==> config.mk <==
export PLATFORM = sky130hd
export DESIGN_NAME = cascaded_serial_config_chain
export DESIGN_NICKNAME = d
export VERILOG_FILES = /design/src/core/cascaded_serial_config_chain.v /design/src/core/pin_sync.v
export VERILOG_INCLUDE_DIRS = /design/src /design/src/core
export SDC_FILE = /design/constraint.sdc
export NUM_CORES = 1
export LEC_CHECK = 0
export BUFFER_PORTS_ARGS = -buffer_cell sky130_fd_sc_hd__buf_2
export CORE_ASPECT_RATIO = 1.2
export CORE_MARGIN = 2
export CORE_UTILIZATION = 50
export CTS_CLUSTER_SIZE = 20
export DETAILED_ROUTE_END_ITERATION = 16
export GPL_ROUTABILITY_DRIVEN = 0
export PLACE_DENSITY = 0.7
export SLEW_MARGIN = 5
export SYNTH_ARGS = -nofsm -noshare
export SYNTH_HDL_FRONTEND = slang
export SYNTH_SLANG_ARGS = --single-unit
==> constraint.sdc <==
create_clock -name clk_i -period 3.68 [get_ports clk_i]
set_input_delay 0.552 -clock clk_i [delete_from_list [all_inputs] [get_ports clk_i]]
set_output_delay 0.552 -clock clk_i [all_outputs]
set_load 0.005 [all_outputs]
==> src/core/cfg_chain_defines.vh <==
// Constants for the cascaded serial configuration chain.
// Assumes a 125 MHz system clock and a classic Wishbone register bus.
`ifndef CFG_CHAIN_DEFINES_VH
`define CFG_CHAIN_DEFINES_VH

// Timing
`define CLK_PERIOD_NS 8
`define SCLK_MAX_PERIOD_NS 71
`define SCLK_HALF_CYC ((`SCLK_MAX_PERIOD_NS / `CLK_PERIOD_NS) / 2)
`define RESTART_TO_US 40
`define RESTART_TO_CYC ((`RESTART_TO_US * 1000) / `CLK_PERIOD_NS)
`define INIT_LAST 8'h87
`define STRAP_WAIT 2'h3

// Flash read command and 24-bit start address, sent msb first
`define READ_WORD 32'h03000000
`define CMD_LAST 6'h1f
// Frame of 31 data bits and one even parity bit
`define FRAME_LAST 5'h1f

// Scheme select codes
`define SCHEME_ACTIVE 2'h0
`define SCHEME_PASSIVE 2'h1

// Register byte offsets (low address byte)
`define REG_CTRL 8'h00
`define REG_LEN 8'h04
`define REG_CLEN 8'h08
`define REG_STAT 8'h0c
`define REG_CNT 8'h10

// Control bits
`define CTRL_AUTO 0
`define CTRL_COMP 1
`define CTRL_SKIP 2
`define CTRL_RECFG 3

// Reset values
`define CTRL_RST 3'h1
`define LEN_RST 32'h00001000
`define CLEN_RST 32'h00000800

`endif

==> src/core/cascaded_serial_config_chain.v <==
// Configuration chain logic of one device: master or passive slave.
// Assumes shared open-drain done and status lines with outside pull-ups,
// and a serial flash that answers a read command with the image stream.
//
// The placing of the registers and the Wishbone register port were left to the implementer.
`timescale 1ns/1ps
`include "cfg_chain_defines.vh"
module cascaded_serial_config_chain #(
    parameter [15:0] RESTART_TO_CYC = `RESTART_TO_CYC
) (
    input wire clk_i,                   // 125 MHz clock
    input wire rst_i,                   // Sync reset, high
    input wire wb_cyc_i,                // Wishbone cycle
    input wire wb_stb_i,                // Wishbone strobe
    input wire wb_we_i,                 // Wishbone write
    input wire [31:0] wb_adr_i,         // Byte address
    input wire [3:0] wb_sel_i,          // Byte enables
    input wire [31:0] wb_dat_i,         // Write data
    output reg [31:0] wb_dat_o,         // Read data
    output reg wb_ack_o,                // Acknowledge
    input wire [1:0] scheme_select_i,   // Scheme strap
    input wire chain_enable_in_n_i,     // Chain enable in
    output reg chain_enable_out_n_o,    // Chain enable out
    input wire reconfig_request_n_i,    // Reconfig request
    input wire config_serial_clock_i,   // Serial clock in
    output reg config_serial_clock_o,   // Serial clock out
    output reg config_serial_clock_oe_o, // Clock drive enable
    input wire config_serial_input_i,   // Serial data in
    output reg flash_select_n_o,        // Flash select
    output reg flash_command_input_o,   // Flash command data
    input wire config_done_i,           // Done line level
    output reg config_done_o,           // Done drive value
    output reg config_done_oe_o,        // Done pull-low enable
    input wire config_status_n_i,       // Status line level
    output reg config_status_n_o,       // Status drive value
    output reg config_status_n_oe_o,    // Status pull-low enable
    output reg user_mode_o              // In user operation
);
    localparam [2:0] ST_IDLE = 3'h0;
    localparam [2:0] ST_CMD = 3'h1;
    localparam [2:0] ST_LOAD = 3'h2;
    localparam [2:0] ST_PASS = 3'h3;
    localparam [2:0] ST_INIT = 3'h4;
    localparam [2:0] ST_USER = 3'h5;
    localparam [2:0] ST_ERR = 3'h6;
    localparam [2:0] ST_OFF = 3'h7;

    // Byte-lane merge for register writes
    function [31:0] merge;
        input [31:0] old_v;
        input [31:0] new_v;
        input [3:0] sel;
        integer i;
        begin
            merge = old_v;
            for (i = 0; i < 4; i = i + 1) begin
                if (sel[i]) begin
                    merge[i*8 +: 8] = new_v[i*8 +: 8];
                end
            end
        end
    endfunction

    wire sclk_s;
    wire sclk_rise;
    wire data_s;
    wire ce_s;
    wire rcfg_s;
    wire done_s;
    wire stat_s;
    wire sel0_s;
    wire sel1_s;

    // Every pin passes two flops before use
    pin_sync u_sclk (
        .clk_i(clk_i), .rst_i(rst_i), .pin_i(config_serial_clock_i),
        .q_o(sclk_s), .rise_o(sclk_rise), .fall_o()
    );
    pin_sync u_data (
        .clk_i(clk_i), .rst_i(rst_i), .pin_i(config_serial_input_i),
        .q_o(data_s), .rise_o(), .fall_o()
    );
    pin_sync u_ce (
        .clk_i(clk_i), .rst_i(rst_i), .pin_i(chain_enable_in_n_i),
        .q_o(ce_s), .rise_o(), .fall_o()
    );
    pin_sync u_rcfg (
        .clk_i(clk_i), .rst_i(rst_i), .pin_i(reconfig_request_n_i),
        .q_o(rcfg_s), .rise_o(), .fall_o()
    );
    pin_sync u_done (
        .clk_i(clk_i), .rst_i(rst_i), .pin_i(config_done_i),
        .q_o(done_s), .rise_o(), .fall_o()
    );
    pin_sync u_stat (
        .clk_i(clk_i), .rst_i(rst_i), .pin_i(config_status_n_i),
        .q_o(stat_s), .rise_o(), .fall_o()
    );
    pin_sync u_sel0 (
        .clk_i(clk_i), .rst_i(rst_i), .pin_i(scheme_select_i[0]),
        .q_o(sel0_s), .rise_o(), .fall_o()
    );
    pin_sync u_sel1 (
        .clk_i(clk_i), .rst_i(rst_i), .pin_i(scheme_select_i[1]),
        .q_o(sel1_s), .rise_o(), .fall_o()
    );

    reg [2:0] state_r;
    reg [1:0] strap_cnt_r;
    reg strap_ok_r;
    reg is_master_r;
    reg is_slave_r;
    reg [2:0] ctrl_r;
    reg [31:0] len_r;
    reg [31:0] clen_r;
    reg soft_recfg_r;
    reg [31:0] bit_cnt_r;
    reg [5:0] cmd_cnt_r;
    reg [31:0] cmd_sr_r;
    reg [4:0] frame_cnt_r;
    reg par_r;
    reg own_err_r;
    reg [15:0] timer_r;
    reg [7:0] init_cnt_r;
    reg [2:0] hcnt_r;

    // Strap caught a few cycles after reset, once the synchroniser settled
    always @(posedge clk_i) begin
        if (rst_i) begin
            strap_cnt_r <= 2'h0;
            strap_ok_r <= 1'b0;
            is_master_r <= 1'b0;
            is_slave_r <= 1'b0;
        end else if (!strap_ok_r) begin
            if (strap_cnt_r == `STRAP_WAIT) begin
                strap_ok_r <= 1'b1;
                is_master_r <= ({sel1_s, sel0_s} == `SCHEME_ACTIVE);
                is_slave_r <= ({sel1_s, sel0_s} == `SCHEME_PASSIVE);
            end else begin
                strap_cnt_r <= strap_cnt_r + 2'h1;
            end
        end
    end

    wire loading = (state_r == ST_CMD) || (state_r == ST_LOAD);
    wire clk_run = is_master_r && (loading || (state_r == ST_PASS));
    wire half_end = ({29'h0, hcnt_r} == (`SCLK_HALF_CYC - 1));
    wire m_fall = clk_run && half_end && config_serial_clock_o;
    // Slave counts clock edges only while enabled
    wire s_tick = is_slave_r && sclk_rise && !ce_s;
    wire tick = is_master_r ? m_fall : s_tick;
    wire recfg_req = !rcfg_s || soft_recfg_r;
    wire [31:0] end_len = ctrl_r[`CTRL_COMP] ? clen_r : len_r;
    wire last_bit = (bit_cnt_r == (end_len - 32'h1));
    wire frame_end = (frame_cnt_r == `FRAME_LAST);

    // Serial clock divider; half period keeps the rate at 14 MHz or more
    always @(posedge clk_i) begin
        if (rst_i || !clk_run) begin
            hcnt_r <= 3'h0;
            config_serial_clock_o <= 1'b0;
        end else if (half_end) begin
            hcnt_r <= 3'h0;
            config_serial_clock_o <= ~config_serial_clock_o;
        end else begin
            hcnt_r <= hcnt_r + 3'h1;
        end
    end

    // Main sequence; a bus or pin reconfig request overrides every state
    always @(posedge clk_i) begin
        if (rst_i || recfg_req) begin
            state_r <= ST_IDLE;
            own_err_r <= 1'b0;
            bit_cnt_r <= 32'h0;
            cmd_cnt_r <= 6'h0;
            cmd_sr_r <= `READ_WORD;
            frame_cnt_r <= 5'h0;
            par_r <= 1'b0;
            timer_r <= 16'h0;
            init_cnt_r <= 8'h0;
        end else begin
            case (state_r)
                ST_IDLE: begin
                    bit_cnt_r <= 32'h0;
                    cmd_cnt_r <= 6'h0;
                    cmd_sr_r <= `READ_WORD;
                    frame_cnt_r <= 5'h0;
                    par_r <= 1'b0;
                    timer_r <= 16'h0;
                    init_cnt_r <= 8'h0;
                    // Start together once status is released
                    if (strap_ok_r && stat_s) begin
                        if (!is_master_r && !is_slave_r) begin
                            state_r <= ST_OFF;
                        end else if (is_master_r || ctrl_r[`CTRL_SKIP]) begin
                            state_r <= ST_CMD;
                        end else begin
                            state_r <= ST_LOAD;
                        end
                    end
                end
                ST_CMD: begin
                    // Master shifts the read command; slave skips its clocks
                    if (!stat_s) begin
                        state_r <= ST_IDLE;
                    end else if (tick) begin
                        cmd_sr_r <= {cmd_sr_r[30:0], 1'b1};
                        cmd_cnt_r <= cmd_cnt_r + 6'h1;
                        if (cmd_cnt_r == `CMD_LAST) begin
                            state_r <= ST_LOAD;
                        end
                    end
                end
                ST_LOAD: begin
                    if (!stat_s) begin
                        state_r <= ST_IDLE;
                    end else if (tick) begin
                        // Bits count toward this device's share of the stream
                        bit_cnt_r <= bit_cnt_r + 32'h1;
                        frame_cnt_r <= frame_cnt_r + 5'h1;
                        if (frame_end) begin
                            par_r <= 1'b0;
                        end else begin
                            par_r <= par_r ^ data_s;
                        end
                        if (frame_end && (par_r != data_s)) begin
                            state_r <= ST_ERR;
                            own_err_r <= 1'b1;
                        end else if (last_bit) begin
                            state_r <= ST_PASS;
                        end
                    end
                end
                ST_PASS: begin
                    // Master keeps clocking the next image to the slaves
                    if (!stat_s) begin
                        state_r <= ST_IDLE;
                    end else if (done_s) begin
                        state_r <= ST_INIT;
                    end
                end
                ST_INIT: begin
                    init_cnt_r <= init_cnt_r + 8'h1;
                    if (init_cnt_r == `INIT_LAST) begin
                        state_r <= ST_USER;
                    end
                end
                ST_USER: begin
                    state_r <= ST_USER;
                end
                ST_ERR: begin
                    // Without auto restart, wait here for a reconfig pulse
                    if (timer_r != RESTART_TO_CYC - 16'h1) begin
                        timer_r <= timer_r + 16'h1;
                    end else if (ctrl_r[`CTRL_AUTO]) begin
                        own_err_r <= 1'b0;
                        state_r <= ST_IDLE;
                    end
                end
                ST_OFF: begin
                    state_r <= ST_OFF;
                end
                default: begin
                    state_r <= ST_IDLE;
                end
            endcase
        end
    end

    // Pin drivers, all registered
    always @(posedge clk_i) begin
        if (rst_i) begin
            chain_enable_out_n_o <= 1'b1;
            config_serial_clock_oe_o <= 1'b0;
            flash_select_n_o <= 1'b1;
            flash_command_input_o <= 1'b1;
            config_done_o <= 1'b0;
            config_done_oe_o <= 1'b1;
            config_status_n_o <= 1'b0;
            config_status_n_oe_o <= 1'b1;
            user_mode_o <= 1'b0;
        end else begin
            // High while loading own image, low once it is complete
            chain_enable_out_n_o <= !((state_r == ST_PASS) ||
                (state_r == ST_INIT) || (state_r == ST_USER));
            config_serial_clock_oe_o <= is_master_r;
            flash_select_n_o <= !clk_run;
            flash_command_input_o <= (is_master_r && (state_r == ST_CMD)) ?
                cmd_sr_r[31] : 1'b1;
            config_done_o <= 1'b0;
            // Released at the same time chain enable out drops
            config_done_oe_o <= (state_r == ST_IDLE) || loading ||
                (state_r == ST_ERR);
            config_status_n_o <= 1'b0;
            config_status_n_oe_o <= (state_r == ST_ERR) || !rcfg_s ||
                !strap_ok_r;
            user_mode_o <= (state_r == ST_USER);
        end
    end

    wire bus_req = wb_cyc_i && wb_stb_i && !wb_ack_o;
    wire bus_wr = bus_req && wb_we_i;
    wire hit_hi = (wb_adr_i[31:8] == 24'h0);
    wire [7:0] offs = wb_adr_i[7:0];
    wire [31:0] ctrl_word = {29'h0, ctrl_r};
    wire [31:0] ctrl_new = merge(ctrl_word, wb_dat_i, wb_sel_i);

    // Register writes; reconfig bit is a self-clearing pulse
    always @(posedge clk_i) begin
        if (rst_i) begin
            ctrl_r <= `CTRL_RST;
            len_r <= `LEN_RST;
            clen_r <= `CLEN_RST;
            soft_recfg_r <= 1'b0;
        end else begin
            soft_recfg_r <= 1'b0;
            if (bus_wr && hit_hi) begin
                if (offs == `REG_CTRL) begin
                    ctrl_r <= ctrl_new[2:0];
                    soft_recfg_r <= ctrl_new[`CTRL_RECFG];
                end
                if (offs == `REG_LEN) begin
                    len_r <= merge(len_r, wb_dat_i, wb_sel_i);
                end
                if (offs == `REG_CLEN) begin
                    clen_r <= merge(clen_r, wb_dat_i, wb_sel_i);
                end
            end
        end
    end

    // One-wait-state answer; unmapped reads give zero
    always @(posedge clk_i) begin
        if (rst_i) begin
            wb_ack_o <= 1'b0;
            wb_dat_o <= 32'h0;
        end else begin
            wb_ack_o <= bus_req;
            if (bus_req) begin
                wb_dat_o <= 32'h0;
                if (hit_hi && (offs == `REG_CTRL)) begin
                    wb_dat_o <= ctrl_word;
                end
                if (hit_hi && (offs == `REG_LEN)) begin
                    wb_dat_o <= len_r;
                end
                if (hit_hi && (offs == `REG_CLEN)) begin
                    wb_dat_o <= clen_r;
                end
                if (hit_hi && (offs == `REG_STAT)) begin
                    wb_dat_o <= {23'h0, sclk_s, user_mode_o, stat_s, done_s,
                        own_err_r, is_master_r, state_r};
                end
                if (hit_hi && (offs == `REG_CNT)) begin
                    wb_dat_o <= bit_cnt_r;
                end
            end
        end
    end
endmodule

==> src/core/pin_sync.v <==
// Two-flop synchroniser for one pin with rise and fall detection.
// Assumes the pin is asynchronous to clk_i; edges are taken past flop two.
`timescale 1ns/1ps
module pin_sync (
    input wire clk_i,  // System clock
    input wire rst_i,  // Synchronous reset
    input wire pin_i,  // Asynchronous pin
    output reg q_o,    // Synchronised level
    output wire rise_o, // One-cycle pulse on rise
    output wire fall_o  // One-cycle pulse on fall
);
    reg meta_r;
    reg last_r;

    // Only the second flop reads the first
    always @(posedge clk_i) begin
        if (rst_i) begin
            meta_r <= 1'b1;
            q_o <= 1'b1;
            last_r <= 1'b1;
        end else begin
            meta_r <= pin_i;
            q_o <= meta_r;
            last_r <= q_o;
        end
    end

    // Edges from the settled stages
    assign rise_o = q_o & ~last_r;
    assign fall_o = ~q_o & last_r;
endmodule
======== Word-level counts from Yosys, hierarchy flattened ========
Index checks and enable logic that the tools add are counted.
word-level totals
  flip-flop bits (word level) ............. 238
cells by class
  add/subtract/negate cells ............... 8
  eq/ne operators ......................... 35
  multiplexer cells ....................... 50
  bitwise gates (word level) .............. 10
  reductions and logical operators ........ 66
operators by type and width
  cell                                                 count
  two-way mux 32 bit                                   9
  one-hot mux 32 bit (2 select lines)                  2
  two-way mux 3 bit                                    15
  AND reduction 3 bit                                  11
  adder 32 x 1 -> 32 bit (second input constant)       1
  == test 32 bit                                       1
  one-hot mux 16 bit (2 select lines)                  1
  subtractor 32 x 1 -> 32 bit (second input constant)  1
  zero test 24 bit                                     1
  one-hot mux 3 bit (8 select lines)                   1
  logical AND 1 bit                                    18
  adder 16 x 1 -> 16 bit (second input constant)       1
  == test 8 x 4 -> 1 bit (second input constant)       2
  two-way mux 16 bit                                   1
  != test 16 x 13 -> 1 bit (second input constant)     1
  one-hot mux 8 bit (2 select lines)                   1
  != test 2 bit (second input constant)                7
  == test 3 bit (second input constant)                4
  logical OR 1 bit                                     12
  two-way mux 6 bit                                    2
  != test 3 bit (second input constant)                4
  one-hot mux 6 bit (2 select lines)                   1
  two-way mux 1 bit                                    11
  two-way mux 5 bit                                    2
  other kinds (33)                                     59

======== Depth between registers and ports, before layout ========
  depth after elaboration ................. 10
  depth in mapped cells ................... 15
  gate-level depth less buffers ........... 11

======== By module ========
Synthesis repeated with hierarchy kept, for this count alone.
unflattened totals
  cell total of the unflattened synthesis .. 1,407
  area total of the unflattened synthesis .. 11,631.2 um^2
by module, submodules not included
  module                        instances  cells each  area each (um^2)  seq. area each (um^2)
  cascaded_serial_config_chain  1          1,343       10,890.4          4,424.2
  pin_sync                      8          8           92.6              60.1

======== Worst setup path before layout ========
OpenSTA, ideal clock, no wires.
  path type ............................... register -> register
  from .................................... reg ctrl_r[1]
  to ...................................... reg state_r[0]
  arrival time ............................ 3.166 ns
  path slack .............................. 0.381 ns
  cell stages (with the launch flop) ...... 14
  buffers on the path ..................... 4
  clock period less this slack ............ 3.299 ns
  path through ............................ dfxtp_1 > buf_2 > buf_2 > buf_1 > buf_2 > mux2i_1 > ha_1 > o21ai_0 > nor4_1 > nand3_1 > nor2_1 > mux2_2 > a41oi_1 > a21oi_1
between the ends
  cells in the longest elaborated chain, start to end .. 5
RTL lines
  what                           RTL line                            RTL
  from (decl)                    cascaded_serial_config_chain.v:113  reg [2:0] ctrl_r;
  from (signal assigned)         cascaded_serial_config_chain.v:312  ctrl_r <= `CTRL_RST;
  from (signal assigned)         cascaded_serial_config_chain.v:320  ctrl_r <= ctrl_new[2:0];
  two-way mux 32 bit             cascaded_serial_config_chain.v:153  wire [31:0] end_len = ctrl_r[`CTRL_COMP] ? clen_r : len_r;
  subtractor 32 x 1 -> 32 bit    cascaded_serial_config_chain.v:154  wire last_bit = (bit_cnt_r == (end_len - 32'h1));
  == test 32 bit                 cascaded_serial_config_chain.v:154
  != test 4 bit (no line)        --
  AND reduction 9 bit (no line)  --
  to (signal assigned)           cascaded_serial_config_chain.v:173  state_r <= ST_IDLE;
  to (signal assigned)           cascaded_serial_config_chain.v:195  state_r <= ST_OFF;
  to (signal assigned)           cascaded_serial_config_chain.v:197  state_r <= ST_CMD;
  to (decl)                      cascaded_serial_config_chain.v:108  reg [2:0] state_r;
No other way between the ends.
A chain may end at the register's enable or synchronous reset.

======== Final worst setup path ========
Ends and elaborated chain as after synthesis.

==> flow_summary.yaml <==
run_status:
  outcome: "completed"
die:
  initial_core_util: 0.512
  core-area_um2: 22500
  rows: 60
  die_w_um: 143
  die_area_um2: 24300
  die_h_um: 170
  io_pins: 124
yosys:
  syn_area_um2: 11500
  ys_types: 71
  synth_ff_type: "dfxtp_1"
  ys_seq_elements: 238
  yosys.area_share.simple: 0.264
  synthCells: 1365
  synth_xor_area_frac: 0.0729
  synth_top_family_by_area: "simple AND/OR/NAND/NOR gates"
  synth-adder-area-share: 0.0108
  yosysTopAreaCellShare: 0.413
  syn_avg_cell_area_um2: 8.45
  synth_area_leaders: "dfxtp_1 (41%), nor2_1 (6.0%), mux2i_1 (4.7%)"
  synth-compound-area-share: 0.155
  synth_edf_count: 0
  yosysTopAreaCell: "dfxtp_1"
  muxShareOfSynthArea: 0.0491
  synthArstFlopShare: 0
  yosysWarnings: 0
  yosysSeqAreaShare: 0.413
routing:
  first_iter_violations: 847
  wl_um: 28900
  drt-wirelength-per-cell_um: 16.6
  drc: 0
  first_pass_iters: 9
  via_per_inst: 5.91
  drtAntennaViolNets: 0
  vias: 10281
setup_path:
  crit_buf_inv: 1
  path_cells: "buf_4, or3b_1, nand2_1, nand3_4, or4_4, mux2_4, nor4_2, a41oi_1, a21oi_1"
  cp-start-kind: "flip-flop"
  cp_top_family: "simple AND/OR/NAND/NOR gates"
  crit_required_ps: 4140
  slowest_stage: "dfxtp_4"
  max_stage_delay_ps: 590
  cp-end-kind: "flip-flop"
  crit_fanout: 36
  crit_type: "flip-flop to flip-flop"
  cp_data_arrival_time_ps: 3550
cts:
  clkSlewWorstSetupHoldPaths_ps: 60
  cts_buffer_depth: 3
  cts_resized: 0
  cts_buffers: 25
  cts_tree: "yes"
  cts_hold_buf: 0
  cts_num_sinks: 238
  htree_num_levels: 1
  cts_setup_buffers: 0
  clockRootBuffer: "clkbuf_16"
  clock_latency_ps: 530
timing:
  min_period_over_period: 0.840
  min_period_ps: 3090
  timing.final.max_slew_violations: 0
  rsz0062_at_grt: "false"
  slew-limit-headroom: 0.288
  finClkSkew_ps: 6.10
  setup_viol: 0
  final_hold_viol_count: 0
  max_freq_mhz: 324
  worst_slew_pin_slew_ps: 1070
  setup_tns_ps: 0
layout:
  ff_latch_area_um2: 4770
  nNetsFinal: 1533
  multi_input_area_um2: 6420
  area_growth_pct: 14.9
  num_antenna_cells: 0
  fillers: 2079
  final_util: 0.589
  drive_gt1_frac: 0.162
global_route:
  grt_pass1_wl_um: 47400
  first_global_vias: 9602
  grt_max_degree: 81
  overflow: 0
  grtUsageTotal: 0.234
  grt_antenna_before_repair: 0
placement:
  portBuffers: 121
  dpl.hpwl_um: 20300
power_and_ir_drop:
  total_leakage_power_uw: 0.00479
  p_per_area_nw_per_um2: 461
  vdd_drop_max_v: 0.000435
run:
  cap_violations: 0
min_path:
  hold_class: "input port to flip-flop"
[kinds of logic (layout without fill, tap and decap cells)]
logic type | count (synthesis) | count (layout)
muxes | 56 | 56
AOI/OAI and AO/OA | 265 | 265
xor gates and xnor gates | 96 | 96
DFF | 238 | 238
adders and majority gates | 10 | 10
buffers and inverters | 102 | 197
other | 1 | 2
and+or+nand+nor | 597 | 597
[area by class of cell]
| type | instances | share of cell area |
|---|---|---|
| clock buffer | 28 | 0.0495 |
| sequential | 238 | 0.360 |
| inverter | 10 | 0.00283 |
| clock inverter | 18 | 0.0198 |
| tap | 279 | 0.0263 |
| timing repair buffer | 141 | 0.0581 |
| multi-input combinational | 1026 | 0.484 |
[cell usage after synthesis (12+ instances only)]
library cell and n:
mux2i_1 54, and3_1 16, buf_2 12, xnor2_1 39, xor2_1 57, a211oi_1 25
nor2_1 185, nor3_1 37, a21oi_1 97, or3_1 21, dfxtp_1 238, clkbuf_1 74
nand3_1 74, or2_2 20, o22ai_1 15, o21ai_0 23, nand4_1 29, nand2_1 119
nor3b_1 12, a22oi_1 36, a222oi_1 26, nor4_1 16
[through the flow]
stage	setup WS [ps]	cells	instance area, um2	hold slack [ps]	power (uW)
floorplan	381	1366	11500	388	3190
global placement	626	1694	12300	391	3380
detailed placement	501	1694	12300	393	3400
CTS	611	1740	13300	191	6180
global route	444	1740	13300	204	6360
finish	589	1740	13300	206	6110
[final timing paths]
path / cells after the start / start / end / slack (ps)
hold / removal: 2 / config_done_i / u_done.meta_r / 210
hold reg to reg: 1 / u_sclk.meta_r / u_sclk.q_o / 410
setup / recovery: 9 / ctrl_r[1] / state_r[0] / 590
setup reg to reg: 9 / ctrl_r[1] / state_r[0] / 590
[power by group]
part	total (uW)	internal [uW]	switching, uW
sequential	2700	2640	62.3
combinational	640	195	445
clock	2770	1720	1050
[sequential cells by signal, indices dropped and copies added, names as in the netlist, 2 cells and up]
name	flops
ctrl_r	3
clen_r	32
hcnt_r	3
init_cnt_r	8
strap_cnt_r	2
state_r	3
len_r	32
bit_cnt_r	32
frame_cnt_r	5
timer_r	16
cmd_sr_r	32
cmd_cnt_r	6
wb_dat_o	32
[metal layers]
metal  global-route usage  up-vias  part of all wire
met5                    0        -                 0
met4               0.0749        0             0.024
met3               0.0340       56             0.060
met2                0.394      337              0.47
met1                0.309     4801              0.44
li1                     -     5087                 -
[placed cells by master (no fill, tap or decap), drive strengths merged, types with 25 or more instances in the layout]
cell	n
dfxtp	238
nor2	185
buf	141
nand2	119
a21oi	97
nand3	75
xor2	57
mux2i	54
xnor2	39
a22oi	37
nor3	37
nand4	29
clkbuf	28
a222oi	26
a211oi	25
o21ai	25
Note: power is estimated with default switching activity, not from simulation.
